`config.mk`:
```
export PLATFORM = sky130hd
export DESIGN_NAME = serial_async_receiver
export DESIGN_NICKNAME = d
export VERILOG_FILES = /design/src/logic/serial_async_receiver.v
export VERILOG_INCLUDE_DIRS = /design/src /design/src/logic
export SDC_FILE = /design/constraint.sdc
export NUM_CORES = 1
export LEC_CHECK = 0
export ABC_AREA = 1
export BUFFER_PORTS_ARGS = -buffer_cell sky130_fd_sc_hd__buf_2
export CAP_MARGIN = 5
export CORE_MARGIN = 4
export CORE_UTILIZATION = 55
export DETAILED_ROUTE_END_ITERATION = 10
export PLACE_DENSITY = 0.88
export SETUP_SLACK_MARGIN = 0.1
export SLEW_MARGIN = 15
export SYNTH_ARGS = -nofsm -noshare
export SYNTH_HDL_FRONTEND = slang
export SYNTH_SLANG_ARGS = --single-unit
export TNS_END_PERCENT = 1
```
`constraint.sdc`:
```
create_clock -name CLK -period 3 [get_ports CLK]
set_input_delay 0.3 -clock CLK [delete_from_list [all_inputs] [get_ports CLK]]
set_output_delay 0.3 -clock CLK [all_outputs]
set_load 0.01 [all_outputs]
```
`src/logic/serial_rx_consts.vh`:
```
`ifndef SERIAL_RX_CONSTS_VH
`define SERIAL_RX_CONSTS_VH

// ==========================================================
// Register indices (byte address is four times the index)
`define IDX_IRQ_FLAGS      8'h0c
`define IDX_RX_STATUS      8'h18
`define IDX_TX_BUFFER      8'h19
`define IDX_RX_BUFFER      8'h1a
`define IDX_IRQ_ENABLES    8'h8c
`define IDX_TX_STATUS      8'h98
`define IDX_BAUD_DIVISOR   8'h99

// ==========================================================
// Reset values
`define RST_BYTE           8'h00
`define RST_TX_STATUS      8'h02

// ==========================================================
// Field positions
`define BIT_RX_READY       5
`define BIT_RX_IRQ_EN      5
`define BIT_PORT_EN        7
`define BIT_NINE_BIT       6
`define BIT_SINGLE_RX      5
`define BIT_CONT_RX        4
`define BIT_FRAME_ERR      2
`define BIT_OVERRUN        1
`define BIT_NINTH          0
`define BIT_CLK_SRC        7
`define BIT_SYNC_SEL       4
`define BIT_HIGH_SPEED     2
`define BIT_SHIFT_EMPTY    1

// Writable masks of mixed registers
`define MASK_TX_STATUS     8'hf5

// ==========================================================
// Oversampling, frame and buffer figures
`define OVS_LAST           4'hf
`define OVS_SAMPLE_A       4'h6
`define OVS_SAMPLE_B       4'h7
`define OVS_SAMPLE_C       4'h8
`define PRESCALE_LAST      2'h3
`define BITS_EIGHT         4'h8
`define BITS_NINE          4'h9
`define FIFO_DEPTH         2'h2

// AHB transfer type bit marking NONSEQ or SEQ
`define HTRANS_ACTIVE_BIT  1

`endif

```
`src/logic/serial_async_receiver.v`:
```
// Notes on behaviour
// - Line recovered at sixteen samples per bit; main shifter moves once per bit.
// - Asynchronous frames accepted only while continuous receive enable is set.
// - After stop bit, word moves into buffer if room; ready flag then set.
// - Receive interrupt only when ready flag and receive interrupt enable both set.
// - Ready flag read-only; clears only when buffer read and empty.
// - Two-entry FIFO buffer; third word may shift in; each read pops.
// - Buffer full at further stop bit sets overrun and drops that word.
// - Overrun clears only by clearing continuous receive enable; software re-enables.
// - While overrun set, no word moves from shifter into buffer.
// - Stop bit sampled low sets the framing error flag for that word.
// - Framing error and ninth bit kept per entry; popping shows next entry's.
// - Synchronous master mode is half duplex; data line released while receiving.
// - Sync select picks synchronous mode; port enable assigns clock and data pins.
// - Clock source select makes the device master, driving the shift clock.
// - Unimplemented register bits read back as zero.
// - Each bit decided by majority of samples seven, eight and nine.
// - Frames NRZ, one start, eight or nine data bits, one stop, LSB first.
//
// The AHB-Lite interface to the registers was decided locally.
`include "serial_rx_consts.vh"

module serial_async_receiver (
    // Clock and reset
    input  wire        CLK,
    input  wire        RESET_N,
    // AHB-Lite slave
    input  wire        HSEL,
    input  wire [31:0] HADDR,
    input  wire [1:0]  HTRANS,
    input  wire        HWRITE,
    input  wire [2:0]  HSIZE,
    input  wire [31:0] HWDATA,
    input  wire        HREADY,
    output reg  [31:0] HRDATA,
    output reg         HREADYOUT,
    output reg         HRESP,
    // Interrupt request
    output reg         RX_IRQ,
    // Receive / data line
    input  wire        DATA_IN,
    output reg         DATA_OUT,
    output reg         DATA_OE,
    // Shift clock line
    output reg         SCLK_OUT,
    output reg         SCLK_OE
);

    // ==========================================================
    // Receiver states (one-hot)
    localparam [3:0] ST_IDLE  = 4'b0001;
    localparam [3:0] ST_START = 4'b0010;
    localparam [3:0] ST_DATA  = 4'b0100;
    localparam [3:0] ST_STOP  = 4'b1000;

    // Software-visible storage
    reg  [7:0] rx_status_q;      // bits 7..4 only
    reg  [7:0] irq_enables_q;
    reg  [7:0] tx_status_q;
    reg  [7:0] tx_buffer_q;
    reg  [7:0] baud_divisor_q;
    reg        overrun_q;

    // Bus pipeline
    reg        pend_q;
    reg        pend_write_q;
    reg  [7:0] pend_idx_q;

    // Line synchroniser
    reg        line_meta_q;
    reg        line_sync_q;
    reg        line_prev_q;

    // Baud generation
    reg  [7:0] brg_cnt_q;
    reg  [1:0] pre_q;

    // Receive engine
    reg  [3:0] state_q;
    reg  [3:0] ovs_q;
    reg  [3:0] bit_cnt_q;
    reg  [8:0] shift_q;
    reg  [1:0] samp_q;

    // Two-entry buffer: {frame error, ninth bit, data}
    reg  [9:0] fifo_q [0:1];
    reg  [1:0] count_q;

    // ==========================================================
    // Mode decode
    wire port_en    = rx_status_q[`BIT_PORT_EN];
    wire nine_bit   = rx_status_q[`BIT_NINE_BIT];
    wire single_rx  = rx_status_q[`BIT_SINGLE_RX];
    wire cont_rx    = rx_status_q[`BIT_CONT_RX];
    wire sync_sel   = tx_status_q[`BIT_SYNC_SEL];
    wire clk_src    = tx_status_q[`BIT_CLK_SRC];
    wire high_speed = tx_status_q[`BIT_HIGH_SPEED];

    wire async_on = port_en & ~sync_sel & cont_rx;
    // sync mode with port enabled; master drives clock
    wire sync_on  = port_en & sync_sel & clk_src & (cont_rx | single_rx);
    wire rx_on    = async_on | sync_on;
    wire [3:0] bits_needed = nine_bit ? `BITS_NINE : `BITS_EIGHT;

    // Bus handshake decode
    wire addr_take = HSEL & HREADY & HTRANS[`HTRANS_ACTIVE_BIT];
    wire do_write  = pend_q & pend_write_q;
    wire do_read   = pend_q & ~pend_write_q;
    wire pop       = do_read & (pend_idx_q == `IDX_RX_BUFFER) & (count_q != 2'h0);

    // ==========================================================
    // Baud tick and sixteen-times tick
    wire brg_tick = rx_on & (brg_cnt_q == 8'h00);
    // oversample tick, slowed by four at low speed
    wire ovs_tick = brg_tick & ~sync_sel & (high_speed | (pre_q == `PRESCALE_LAST));

    // Majority of three samples
    wire vote = (samp_q[1] & samp_q[0]) | (samp_q[1] & line_sync_q)
              | (samp_q[0] & line_sync_q);
    wire decide = ovs_tick & (ovs_q == `OVS_SAMPLE_C);
    wire ovs_end = ovs_tick & (ovs_q == `OVS_LAST);

    // Sync master: falling shift-clock edge samples data
    wire sync_fall = sync_on & brg_tick & SCLK_OUT;

    // Word completion
    wire async_done = (state_q == ST_STOP) & decide & async_on;
    wire sync_done  = sync_fall & (bit_cnt_q == bits_needed - 4'h1);
    wire word_done  = async_done | sync_done;

    // Assembled word, eight-bit frames sit one place high
    wire [8:0] sync_word = {line_sync_q, shift_q[8:1]};
    wire [8:0] src_word  = async_done ? shift_q : sync_word;
    wire [7:0] word_data = nine_bit ? src_word[7:0] : src_word[8:1];
    wire       word_ninth = nine_bit ? src_word[8] : 1'b0;
    // stop bit low is a framing error
    wire       word_framing_error_flag = async_done & ~vote;

    // overrun blocks transfers; a full buffer refuses
    wire room  = (count_q != `FIFO_DEPTH) | pop;
    wire push  = word_done & ~overrun_q & room;

    // ==========================================================
    // Two-flop line synchroniser and edge history
    always @(posedge CLK) begin
        if (!RESET_N) begin
            line_meta_q <= 1'b1;
            line_sync_q <= 1'b1;
            line_prev_q <= 1'b1;
        end else begin
            line_meta_q <= DATA_IN;
            line_sync_q <= line_meta_q;
            line_prev_q <= line_sync_q;
        end
    end

    // ==========================================================
    // Baud rate generator, held in reset while receive is off
    always @(posedge CLK) begin
        if (!RESET_N || !rx_on) begin
            brg_cnt_q <= `RST_BYTE;
            pre_q     <= 2'h0;
        end else if (brg_cnt_q == 8'h00) begin
            brg_cnt_q <= baud_divisor_q;
            pre_q     <= pre_q + 2'h1;
        end else begin
            brg_cnt_q <= brg_cnt_q - 8'h01;
        end
    end

    // ==========================================================
    // Master shift clock; idles high, toggles each baud tick
    always @(posedge CLK) begin
        if (!RESET_N) begin
            SCLK_OUT <= 1'b1;
            SCLK_OE  <= 1'b0;
            DATA_OUT <= 1'b0;
            DATA_OE  <= 1'b0;
        end else begin
            SCLK_OE  <= port_en & sync_sel & clk_src;
            DATA_OE  <= 1'b0;
            DATA_OUT <= 1'b0;
            if (!sync_on)
                SCLK_OUT <= 1'b1;
            else if (brg_tick)
                SCLK_OUT <= ~SCLK_OUT;
        end
    end

    // ==========================================================
    // Receive engine; clearing the enable resets it
    always @(posedge CLK) begin
        if (!RESET_N || !rx_on) begin
            state_q   <= ST_IDLE;
            ovs_q     <= 4'h0;
            bit_cnt_q <= 4'h0;
            shift_q   <= 9'h000;
            samp_q    <= 2'h3;
        end else if (sync_on) begin
            // Sync master: shift on each falling clock edge
            if (sync_fall) begin
                shift_q   <= sync_word;
                bit_cnt_q <= sync_done ? 4'h0 : bit_cnt_q + 4'h1;
            end
        end else begin
            if (ovs_tick && (ovs_q == `OVS_SAMPLE_A || ovs_q == `OVS_SAMPLE_B))
                samp_q <= {samp_q[0], line_sync_q};
            if (ovs_tick)
                ovs_q <= ovs_q + 4'h1;
            case (state_q)
                ST_IDLE: begin
                    ovs_q <= 4'h0;
                    if (line_prev_q && !line_sync_q)
                        state_q <= ST_START;
                end
                ST_START: begin
                    if (decide && vote)
                        state_q <= ST_IDLE;
                    else if (ovs_end)
                        state_q <= ST_DATA;
                end
                ST_DATA: begin
                    // LSB first, shifted in from the top
                    if (decide) begin
                        shift_q   <= {vote, shift_q[8:1]};
                        bit_cnt_q <= bit_cnt_q + 4'h1;
                    end
                    if (ovs_end && bit_cnt_q == bits_needed)
                        state_q <= ST_STOP;
                end
                ST_STOP: begin
                    // Leave at mid stop bit to catch a prompt next start
                    if (decide) begin
                        state_q   <= ST_IDLE;
                        bit_cnt_q <= 4'h0;
                    end
                end
                default: state_q <= ST_IDLE;
            endcase
        end
    end

    // ==========================================================
    // Receive buffer, overrun and flags
    always @(posedge CLK) begin
        if (!RESET_N) begin
            count_q   <= 2'h0;
            fifo_q[0] <= 10'h000;
            fifo_q[1] <= 10'h000;
            overrun_q <= 1'b0;
        end else begin
            // pop on read, push from the shifter
            case ({push, pop})
                2'b10: begin
                    fifo_q[count_q[0]] <= {word_framing_error_flag, word_ninth, word_data};
                    count_q <= count_q + 2'h1;
                end
                2'b01: begin
                    // Vacated slot emptied, so an empty head shows no stale flags
                    fifo_q[0] <= fifo_q[1];
                    fifo_q[1] <= 10'h000;
                    count_q   <= count_q - 2'h1;
                end
                2'b11: begin
                    if (count_q == 2'h1) begin
                        fifo_q[0] <= {word_framing_error_flag, word_ninth, word_data};
                    end else begin
                        fifo_q[0] <= fifo_q[1];
                        fifo_q[1] <= {word_framing_error_flag, word_ninth, word_data};
                    end
                end
                default: count_q <= count_q;
            endcase
            // overrun cleared only with continuous enable low
            if (!cont_rx)
                overrun_q <= 1'b0;
            // full buffer at word end sets overrun
            else if (word_done && !room)
                overrun_q <= 1'b1;
        end
    end

    // ==========================================================
    // Bus address phase capture; one wait state per transfer
    always @(posedge CLK) begin
        if (!RESET_N) begin
            pend_q       <= 1'b0;
            pend_write_q <= 1'b0;
            pend_idx_q   <= 8'h00;
            HREADYOUT    <= 1'b1;
            HRESP        <= 1'b0;
        end else begin
            HRESP <= 1'b0;
            if (addr_take && !pend_q) begin
                pend_q       <= 1'b1;
                pend_write_q <= HWRITE;
                pend_idx_q   <= HADDR[9:2];
                HREADYOUT    <= 1'b0;
            end else begin
                pend_q    <= 1'b0;
                HREADYOUT <= 1'b1;
            end
        end
    end

    // ==========================================================
    // Register writes in the data phase
    always @(posedge CLK) begin
        if (!RESET_N) begin
            rx_status_q    <= `RST_BYTE;
            irq_enables_q  <= `RST_BYTE;
            tx_status_q    <= `RST_TX_STATUS;
            tx_buffer_q    <= `RST_BYTE;
            baud_divisor_q <= `RST_BYTE;
        end else begin
            if (do_write) begin
                case (pend_idx_q)
                    `IDX_RX_STATUS:    rx_status_q    <= {HWDATA[7:4], 4'h0};
                    `IDX_TX_BUFFER:    tx_buffer_q    <= HWDATA[7:0];
                    `IDX_IRQ_ENABLES:  irq_enables_q  <= HWDATA[7:0];
                    `IDX_TX_STATUS:    tx_status_q    <= HWDATA[7:0] & `MASK_TX_STATUS;
                    `IDX_BAUD_DIVISOR: baud_divisor_q <= HWDATA[7:0];
                    default:           baud_divisor_q <= baud_divisor_q;
                endcase
            end
            // Single receive ends itself after one word
            if (sync_done && !cont_rx)
                rx_status_q[`BIT_SINGLE_RX] <= 1'b0;
        end
    end

    // ==========================================================
    // Read data and interrupt line
    always @(posedge CLK) begin
        if (!RESET_N) begin
            HRDATA <= 32'h0000_0000;
            RX_IRQ <= 1'b0;
        end else begin
            // interrupt gated by enable; flag follows buffer
            RX_IRQ <= (count_q != 2'h0) & irq_enables_q[`BIT_RX_IRQ_EN];
            HRDATA <= 32'h0000_0000;
            // unimplemented bits and unmapped words read zero
            if (do_read) begin
                case (pend_idx_q)
                    // ready flag shows a filled buffer
                    `IDX_IRQ_FLAGS:
                        HRDATA[`BIT_RX_READY] <= (count_q != 2'h0);
                    // head entry's error and ninth bit
                    `IDX_RX_STATUS:
                        HRDATA[7:0] <= {rx_status_q[7:4], 1'b0, fifo_q[0][9],
                                        overrun_q, fifo_q[0][8]};
                    `IDX_TX_BUFFER:    HRDATA[7:0] <= tx_buffer_q;
                    `IDX_RX_BUFFER:    HRDATA[7:0] <= fifo_q[0][7:0];
                    `IDX_IRQ_ENABLES:  HRDATA[7:0] <= irq_enables_q;
                    // No transmitter here, so the shifter always reads empty
                    `IDX_TX_STATUS:
                        HRDATA[7:0] <= tx_status_q | (8'h01 << `BIT_SHIFT_EMPTY);
                    `IDX_BAUD_DIVISOR: HRDATA[7:0] <= baud_divisor_q;
                    default:           HRDATA <= 32'h0000_0000;
                endcase
            end
        end
    end

endmodule

```
==> results of run 1 <==
cells in the mapped netlist (all sizes together) (9+ instances only):
cell,number
nand2,161
inv,100
dfxtp,95
a21oi,77
nor2,76
o21ai,72
buf,32
nand3,23
edfxtp,20
nor3,15
clkbuf,13
ha,9
o21a,9
flip-flops by register name, summed over array words and instances, names as in the netlist, 2 cells and up:
| name | cells |
|---|---|
| pend_idx_q | 8 |
| fifo_q | 20 |
| ovs_q | 4 |
| pre_q | 2 |
| bit_cnt_q | 4 |
| irq_enables_q | 8 |
| rx_status_q | 4 |
| count_q | 2 |
| baud_divisor_q | 8 |
| state_q | 4 |
| samp_q | 2 |
| tx_status_q | 6 |
| HRDATA | 8 |
| tx_buffer_q | 8 |
| shift_q | 9 |
| brg_cnt_q | 8 |
kinds of logic (layout without fill, tap and decap cells):
logic type,after synthesis,in the layout,synth area share [%]
and+or+nand+nor,287,287,23.3
AOI/OAI and AO/OA,185,185,18.6
buffers and inverters,148,175,11.7
DFF,115,115,43.5
adders and majority gates,9,9,1.96
xor gates and xnor gates,6,6,0.913
other,1,27,0.0652
metrics by stage:
| stage | total power, mW | hold WS (ns) |
|---|---|---|
| after floorplan | 1.72 | 0.393 |
| after detailed placement | 1.74 | 0.400 |
| final | 3.58 | 0.0478 |
| after global placement | 1.74 | 0.396 |
| after CTS | 3.59 | 0.0312 |
| after global routing | 3.69 | 0.0750 |
critical path, stage by stage (launching register included):
cell,delay [ns]
dfxtp_1,0.30
inv_1,0.10
ha_1,0.18
nand2_2,0.09
nor2_4,0.14
nand2_2,0.22
nor2_8,0.23
nand4_4,0.21
nand2_2,0.18
nand4_4,0.13
o211ai_1,0.21
buf_4,0.21
path summary, 6_finish.rpt:
| path | endpoint | slack (ns) | cells after the start | start |
|---|---|---|---|---|
| setup / recovery | fifo_q[1][9] | 0.47 | 11 | brg_cnt_q[0] |
| hold / removal | pend_write_q | 0.05 | 3 | HWRITE |
| setup reg to reg | fifo_q[1][9] | 0.47 | 11 | brg_cnt_q[0] |
| hold reg to reg | line_sync_q | 0.41 | 1 | line_meta_q |
repair_timing:
item                                   4_1_cts  5_1_grt
hold buffers                                 1        0
endpoints found under the hold margin        1        0
setup endpoints to repair                    0        0
area by class of cell:
class | instances | area [um^2] | area share [%]
multi-input cells | 514 | 2680 | 41.1
flip-flops and latches | 115 | 2500 | 38.4
clock buffers | 21 | 439 | 6.74
inverters | 103 | 390 | 5.99
repair buffers | 41 | 225 | 3.46
well taps | 136 | 170 | 2.61
clock inverters | 10 | 110 | 1.69
power groups by stage:
stage                     logic [mW]  registers [mW]  clock network [mW]
after CTS                      0.111            1.60                1.88
after global placement         0.106            1.63                   0
after detailed placement       0.107            1.63                   0
final                          0.113            1.60                1.87
after floorplan               0.0963            1.63                   0
after global routing           0.129            1.60                1.96
routing by layer:
layer / vias up / track usage (%) / share of wire, %
li1: 2489 / - / -
met1: 2263 / 26.8 / 40
met2: 210 / 37.5 / 49
met3: 47 / 5.18 / 8.1
met4: 0 / 12.7 / 3.3
met5: - / 0 / 0
==> metrics.md, run 1 <==
| Metric | Value |
|---|---|
| Status | complete, no violations |
| Worst vdd ir | 0.724 mV |
| RD Place Congestion | 0.857 |
| DP Area | 5950 um^2 |
| Hold crit path type | in -> reg |
| Final wirelength | 13000 um |
| Maximum clock rate | 395 MHz |
| Pin count of the biggest net entering global routing | 44 |
| Max Slew Vio Count | 0 |
| DRT iter0 DRCs | 324 |
| Pint | 2.81 mW |
| Cells after synthesis | 751 |
| Seq/Total Area, Yosys | 43.5% |
| IO Count | 114 |
| Setup Skew | 0.0116 ns |
| FP Rows | 37 |
| Async SR Flop Fraction | 0% |
| Dpl hpwl | 9190 um |
| Crit Path Max Fanout | 14 |
| Initial antenna violation count | 0 |
| DRC | 0 |
| Post-CTS sizing | 0 |
| Die Span X | 110 um |
| CP arrival | 2.75 ns |
| Largest cells by area after synthesis | dfxtp_1 33%, edfxtp_1 10%, nand2_1 9.8%, a21oi_1 6.4%, inv_1 5.8% |
| Synth Cell Area | 5760 um^2 |
| Total net switching power | 0.768 mW |
| Dpl cells | 908 |
| Setup crit end kind | register |
| Cell taking the most area after synthesis | dfxtp_1 |
| CTS clk-pin slew, worst paths | 0.05 ns |
| Yosys warns | 0 |
| ANT cells | 0 |
| Combinational share of power | 3.2% |
| Non-Filler Instances | 940 |
| Drt pass-1 iters | 6 |
| Clock network power share | 52.2% |
| Slew @ Worst Pin | 0.535 ns |
| Slew margin rel. | 64.2% |
| Fin Setup TNS | 0 ns |
| Post-layout util | 63.4% |
| RSZ-0062 raised after global routing | false |
| Fin crit period | 2.53 ns |
| Htree depth | 4 |
| Vias per cell | 5.33 |
| Number of I/O port buffers | 34 |
| Tcrit/Tclk final | 84.4% |
| Design area | 6510 um^2 |
| Final setup viols | 0 |
| Grt ovf | 0 |
| Final ANT Viol Nets | 0 |
| Die area | 12200 um^2 |
| Worst setup path class | reg -> reg |
| Leakage | 2.71 nW |
| Vias in the first global route | 4580 |
| Power density over the cells | 550 nW/um^2 |
| Worst slack at placement | 0.506 ns |
| Wire per inst | 13.8 um |
| Post-synth top area share | 33.0% |
| Post-route setup slack | 0.467 ns |
| CP startpoint kind | register |
| Setup Fix Bufs, Post-CTS | 0 |
| Longest Clk Path Bufs | 2 |
| Sw Ratio | 21.5% |
| CTS Root Cell | clkbuf_8 |
| Area grow syn2layout | 13.2% |
| TritonCTS Buffers | 17 |
| Register share of total power | 44.6% |
| Starting Density | 56.0% |
| Syn Area/Cell | 7.66 um^2 |
| Final Hold Viols | 0 |
| Via count | 5009 |
| Total GRT Usage | 22.6% |
| Die Y-Extent | 110 um |
| First-pass GRT wire length | 21100 um |
| Post-synth top flop | dfxtp_1 |
| Nets | 876 |
| Max cap viols | 0 |
| Insertion delay to the later sink of the worst-skew pair | 0.52 ns |
| Post-synthesis cell type count | 50 |
| CTS tree | built |
| EDFF count, synth | 20 |
| Commonest cells after routing, fill and taps aside | 150 x nand2_1, 95 x dfxtp_1, 89 x inv_1 |
| Worst Path Required | 3.22 ns |
| Core area | 10300 um^2 |
| Share of cells above drive strength 1 | 15.5% |
| Commonest non-fill, non-tap cell in the layout | nand2_1 |
| Seq cells post-synth | 115 |
| Fill count | 871 |
| Sink Count | 115 |
No activity file was read; power rests on OpenSTA's default activity.
==> inputs of run 2 (changes only) <==
--- a/config.mk
+++ b/config.mk
@@ -10,9 +10,9 @@
 export BUFFER_PORTS_ARGS = -buffer_cell sky130_fd_sc_hd__buf_2
 export CAP_MARGIN = 5
 export CORE_MARGIN = 4
-export CORE_UTILIZATION = 55
+export CORE_UTILIZATION = 50
 export DETAILED_ROUTE_END_ITERATION = 10
-export PLACE_DENSITY = 0.88
+export PLACE_DENSITY = 0.84
 export SETUP_SLACK_MARGIN = 0.1
 export SLEW_MARGIN = 15
 export SYNTH_ARGS = -nofsm -noshare
==> constraint.sdc (replaced) <==
create_clock -name CLK -period 2.3 [get_ports CLK]
set_input_delay 0.23 -clock CLK [delete_from_list [all_inputs] [get_ports CLK]]
set_output_delay 0.23 -clock CLK [all_outputs]
set_load 0.01 [all_outputs]
==> run 2 against run 1 <==
Core utilization is 1.8 points lower. Setup slack worse by 0.38 ns. Sequential power is 30% higher. Sequential share of layout area is 1.5 points lower. Sequential cell count stayed put. Total power is 39% higher. Routed wire length is 10% higher. Die area is 9.3% higher. Largest cell class unchanged. First-iteration DRC count is 43% higher. Final cell count is 2.2% higher. Hold slack better by 0.024 ns.
==> metrics.md, run 2 (synthesis results as in run 1) <==
| Metric | Value |
|---|---|
| First-pass GRT wire length | 22700 um |
| Leakage | 2.83 nW |
| Die area | 13300 um^2 |
| Max Slew Vio Count | 0 |
| Total GRT Usage | 21.7% |
| Number of I/O port buffers | 34 |
| Share of cells above drive strength 1 | 19.7% |
| Longest Clk Path Bufs | 2 |
| DRT iter0 DRCs | 463 |
| IO Count | 114 |
| Sink Count | 115 |
| Nets | 892 |
| CTS tree | built |
| RD Place Congestion | 0.892 |
| Worst slack at placement | 0.148 ns |
| Dpl hpwl | 9410 um |
| Worst Path Required | 2.48 ns |
| Power density over the cells | 731 nW/um^2 |
| Grt ovf | 0 |
| CP arrival | 2.40 ns |
| Max cap viols | 0 |
| Tcrit/Tclk final | 96.3% |
| DR WL met2 | 7040 um |
| Wire per inst | 14.9 um |
| Worst setup path class | reg -> reg |
| Reg2Reg Launch Point | pend_idx_q[3] |
| Setup Skew | 0.0104 ns |
| Worst setup path start | pend_idx_q[3] |
| Vias in the first global route | 4969 |
| FP Rows | 38 |
| Status | complete, no violations |
| Routed wl met3 | 1030 um |
| Crit Path Max Fanout | 5 |
| DRC | 0 |
| Pin count of the biggest net entering global routing | 44 |
| Tot Pwr | 4.96 mW |
| Insertion delay to the later sink of the worst-skew pair | 0.42 ns |
| Via count | 5146 |
| Top reg by flops | fifo_q |
| Worst vdd ir | 0.483 mV |
| CP startpoint kind | register |
| ANT cells | 0 |
| RSZ-0062 raised after global routing | true |
| Final Hold Viols | 0 |
| Htree depth | 4 |
| Commonest non-fill, non-tap cell in the layout | nand2_1 |
| Fin crit period | 2.22 ns |
| Die Y-Extent | 115 um |
| Slew margin rel. | 61.7% |
| Starting Density | 52.2% |
| Commonest cells after routing, fill and taps aside | 148 x nand2_1, 91 x dfxtp_1, 86 x inv_1 |
| Core area | 11000 um^2 |
| Initial antenna violation count | 0 |
| CTS Root Cell | clkbuf_16 |
| Post-route setup slack | 0.0842 ns |
| Hold wc startpoint | HADDR[5] |
| Final wirelength | 14300 um |
| Fin Setup TNS | 0 ns |
| Setup crit end kind | register |
| Vias per cell | 5.35 |
| Hold crit path type | in -> reg |
| Slew @ Worst Pin | 0.573 ns |
| Fill count | 917 |
| Final setup viols | 0 |
| CTS clk-pin slew, worst paths | 0.06 ns |
| Area grow syn2layout | 18.0% |
| Met1 WL | 5720 um |
| Maximum clock rate | 451 MHz |
| Highest Signal Layer | met4 |
| TritonCTS Buffers | 17 |
| Die Span X | 115 um |
| Largest register FFs | 20 |
| Drt pass-1 iters | 5 |
| Top flop regs | fifo_q x20, shift_q x9 |
| Final ANT Viol Nets | 0 |
==> run 2: changes by cell type in the layout (fill, tap and decap cells not counted), sizes merged <==
cell	change
bufinv	-1
buf	+16
inv	+8
clkbuf	-1
clkinv	-5
==> run 2: final cells by class <==
class	count	area (um^2)	area share, %
Clock buffer	20	489	7.20
Inverter	103	390	5.75
Sequential cell	115	2510	36.9
Timing Repair Buffer	57	347	5.10
Tap cell	140	175	2.58
Clock inverter	12	130	1.92
Multi-Input combinational cell	514	2760	40.6
==> run 2: report_power, final <==
group / internal [mW] / total, mW / switching (mW)
Sequential: 2.07 / 2.08 / 0.0125
Clock: 1.68 / 2.72 / 1.04
Combinational: 0.0466 / 0.155 / 0.108
==> run 2: critical path, stage by stage (launching register included) <==
cell	delay [ns]
dfxtp_1	0.36
nand2_1	0.11
nor3_1	0.24
nand3_1	0.17
nor2_1	0.33
nor2_2	0.14
nand4_4	0.16
o211ai_1	0.15
buf_4	0.18
buf_6	0.12
==> run 2: metal layers <==
layer,global-route usage (%),up-vias
li1,-,2521
met1,24.9,2374
met2,37.5,201
met3,4.79,50
met4,11.7,0
met5,0,-
==> run 2: final timing paths <==
path	endpoint	slack, ns	cells past startpoint
min	pend_idx_q[3]	0.07	3
max	fifo_q[1][6]	0.08	9
max reg2reg	fifo_q[1][6]	0.08	9
min reg2reg	line_sync_q	0.41	1
==> run 2: what timing repair did <==
| action | 4_1_cts | 5_1_grt |
|---|---|---|
| pin swaps | 4 | 6 |
| resized for setup | 6 | 14 |
| endpoints found under the setup margin | 10 | 38 |
| endpoints found under the hold margin | 1 | 0 |
| hold buffers | 1 | 0 |
| buffers inserted | 6 | 2 |
| gates cloned | 1 | 0 |
==> run 2: per-stage QoR <==
| step | util [%] | hold slack (ns) | cells | instance area, um^2 |
|---|---|---|---|---|
| 2_1_floorplan | - | 0.337 | 777 | 5880 |
| 3_3_place_gp | 54.7 | 0.397 | 919 | 6030 |
| 3_5_place_dp | 54.7 | 0.404 | 919 | 6030 |
| 4_1_cts | 61.1 | 0.0543 | 959 | 6740 |
| 5_1_grt | 61.6 | 0.0704 | 961 | 6790 |
| 6_report | 61.6 | 0.0717 | 961 | 6790 |
==> inputs of run 3 (changes only) <==
--- a/config.mk
+++ b/config.mk
@@ -12,8 +12,10 @@
 export CORE_MARGIN = 4
 export CORE_UTILIZATION = 50
 export DETAILED_ROUTE_END_ITERATION = 10
-export PLACE_DENSITY = 0.84
+export MAX_ROUTING_LAYER = met4
+export PLACE_DENSITY = 0.73
 export SETUP_SLACK_MARGIN = 0.1
+export SKIP_LAST_GASP = 1
 export SLEW_MARGIN = 15
 export SYNTH_ARGS = -nofsm -noshare
 export SYNTH_HDL_FRONTEND = slang
==> run 3 against run 2 <==
Combinational power decreased by 5%. Design area decreased by 0.57%. Clock skew about the same. Via count is 2.7% lower. Register-to-register slack improved by 0.02 ns. Largest power group unchanged. Largest cell class unchanged. Sequential share of layout area is 0.14 points higher.
==> metrics.md, run 3 (synthesis results as in run 1) <==
| Metric | Value |
|---|---|
| Area grow syn2layout | 17.4% |
| Setup Skew | 0.0108 ns |
| CP max stage cell | dfxtp_1 |
| Most frequent CP cell | nand4_4 |
| Hold crit path type | in -> reg |
| FP Rows | 38 |
| CP arrival | 2.31 ns |
| First-pass GRT wire length | 22000 um |
| Worst Reg2Reg Path Length in Cells | 11 |
| ANT cells | 0 |
| Share of cells above drive strength 1 | 18.0% |
| Slew margin rel. | 58.7% |
| Fin Setup TNS | 0 ns |
| Power density over the cells | 734 nW/um^2 |
| Leakage | 2.83 nW |
| Worst Path Required | 2.42 ns |
| Die Span X | 115 um |
| Worst setup path class | reg -> reg |
| Die area | 13300 um^2 |
| DRT iter0 DRCs | 334 |
| Dpl cells | 921 |
| Vias per cell | 5.21 |
| Commonest non-fill, non-tap cell in the layout | nand2_1 |
| IO Count | 114 |
| Vias in the first global route | 4714 |
| CTS tree | built |
| CP Cell Sequence | inv_2 > ha_4 > nand2_4 > nor2_4 > nand2_8 > nor2_8 > nand4_4 > nand2_2 > nand4_4 > o211ai_1 > buf_4 |
| Final setup viols | 0 |
| Wire per inst | 14.1 um |
| Design area | 6760 um^2 |
| Sink Count | 115 |
| CTS Root Cell | clkbuf_16 |
| Max cap viols | 0 |
| Slew @ Worst Pin | 0.617 ns |
| Setup crit end kind | register |
| Grt ovf | 0 |
| Number of I/O port buffers | 34 |
| Dpl hpwl | 9810 um |
| Pin count of the biggest net entering global routing | 44 |
| Fin crit period | 2.19 ns |
| Reg2Reg Launch Point | brg_cnt_q[0] |
| Longest Clk Path Bufs | 2 |
| Top flop regs | fifo_q x20, shift_q x9 |
| DRC | 0 |
| Total GRT Usage | 21.8% |
| Non-Filler Instances | 961 |
| Max stage delay on crit path | 0.32 ns |
| Htree depth | 4 |
| RSZ-0062 raised after global routing | true |
| Maximum clock rate | 456 MHz |
| Nets | 892 |
| Die Y-Extent | 115 um |
| Largest register FFs | 20 |
| R2R Path End | fifo_q[1][0] |
| Core area | 11000 um^2 |
| R2R setup slack | 0.11 ns |
| Final ANT Viol Nets | 0 |
| Worst setup path start | brg_cnt_q[0] |
| RD Place Congestion | 0.883 |
| Worst setup path end | fifo_q[1][0] |
| Via count | 5007 |
| CP startpoint kind | register |
| TritonCTS Buffers | 17 |
| Worst vdd ir | 0.685 mV |
| Fill count | 1000 |
| Initial antenna violation count | 0 |
| Final wirelength | 13600 um |
| CTS clk-pin slew, worst paths | 0.05 ns |
| Top reg by flops | fifo_q |
| Max Slew Vio Count | 0 |
| Crit Path Max Fanout | 6 |
| Final Hold Viols | 0 |
| Status | complete, no violations |
| Starting Density | 52.2% |
| Insertion delay to the later sink of the worst-skew pair | 0.42 ns |
| DP Area | 6050 um^2 |
| Commonest cells after routing, fill and taps aside | 150 x nand2_1, 95 x dfxtp_1, 87 x inv_1 |
| Tcrit/Tclk final | 95.4% |
| Drt pass-1 iters | 7 |
run 3: routing by layer:
metal,global-route usage (%),part of all wire (%)
met1,25.1,42
met3,6.84,7.1
met5,-,0
met2,35.3,49
met4,8.45,2.3
run 3: where the power goes:
group	leakage, nW	switching (mW)	internal, mW
Clock	0.310	0.900	1.83
Combinational	1.55	0.104	0.0446
Sequential	0.971	0.0120	2.07
Total	2.83	1.02	3.95
run 3: layout make-up:
type                    count  area (um^2)  area share, %
clock inverters             7         91.3           1.35
multi-input cells         514         2710           40.2
flip-flops and latches    115         2500           37.0
clock buffers              25          537           7.95
repair buffers             57          345           5.11
well taps                 140          175           2.59
inverters                 103          390           5.78
run 3: critical path: cells and delay by family (launching register included):
kind | cells | cell delay, ns
AOI/OAI and AO/OA | 1 | 0.28
adders and majority gates | 1 | 0.14
DFF | 1 | 0.32
and+or+nand+nor | 7 | 0.86
buffers and inverters | 2 | 0.30
run 3: worst min-delay path by stage:
stage / cells after the start / startpoint / end / slack [ns]
after global placement: 1 / line_meta_q / line_sync_q / 0.40
after CTS: 3 / HADDR[8] / pend_idx_q[6] / 0.07
after detailed placement: 1 / line_meta_q / line_sync_q / 0.40
after floorplan: 1 / DATA_IN / line_meta_q / 0.34
after global routing: 3 / HWRITE / pend_write_q / 0.10
final: 3 / HADDR[8] / pend_idx_q[6] / 0.07
run 3: repair_timing:
action / in CTS / in global routing
setup endpoints to repair: 0 / 41
hold buffers: 1 / 0
hold endpoints to repair: 1 / 0
buffers inserted: 0 / 6
resized for setup: 0 / 5
run 3: metrics by stage:
stage                     utilization (%)  worst slack (ns)  total power, mW  hold WS [ns]
after floorplan                         -            0.0452             2.25         0.337
after global placement               54.8             0.193             2.26         0.397
after detailed placement             54.8             0.152             2.27         0.401
after CTS                            60.6             0.122             4.98        0.0699
after global routing                 61.2           -0.0313             5.13         0.102
final                                61.2             0.106             4.96        0.0704
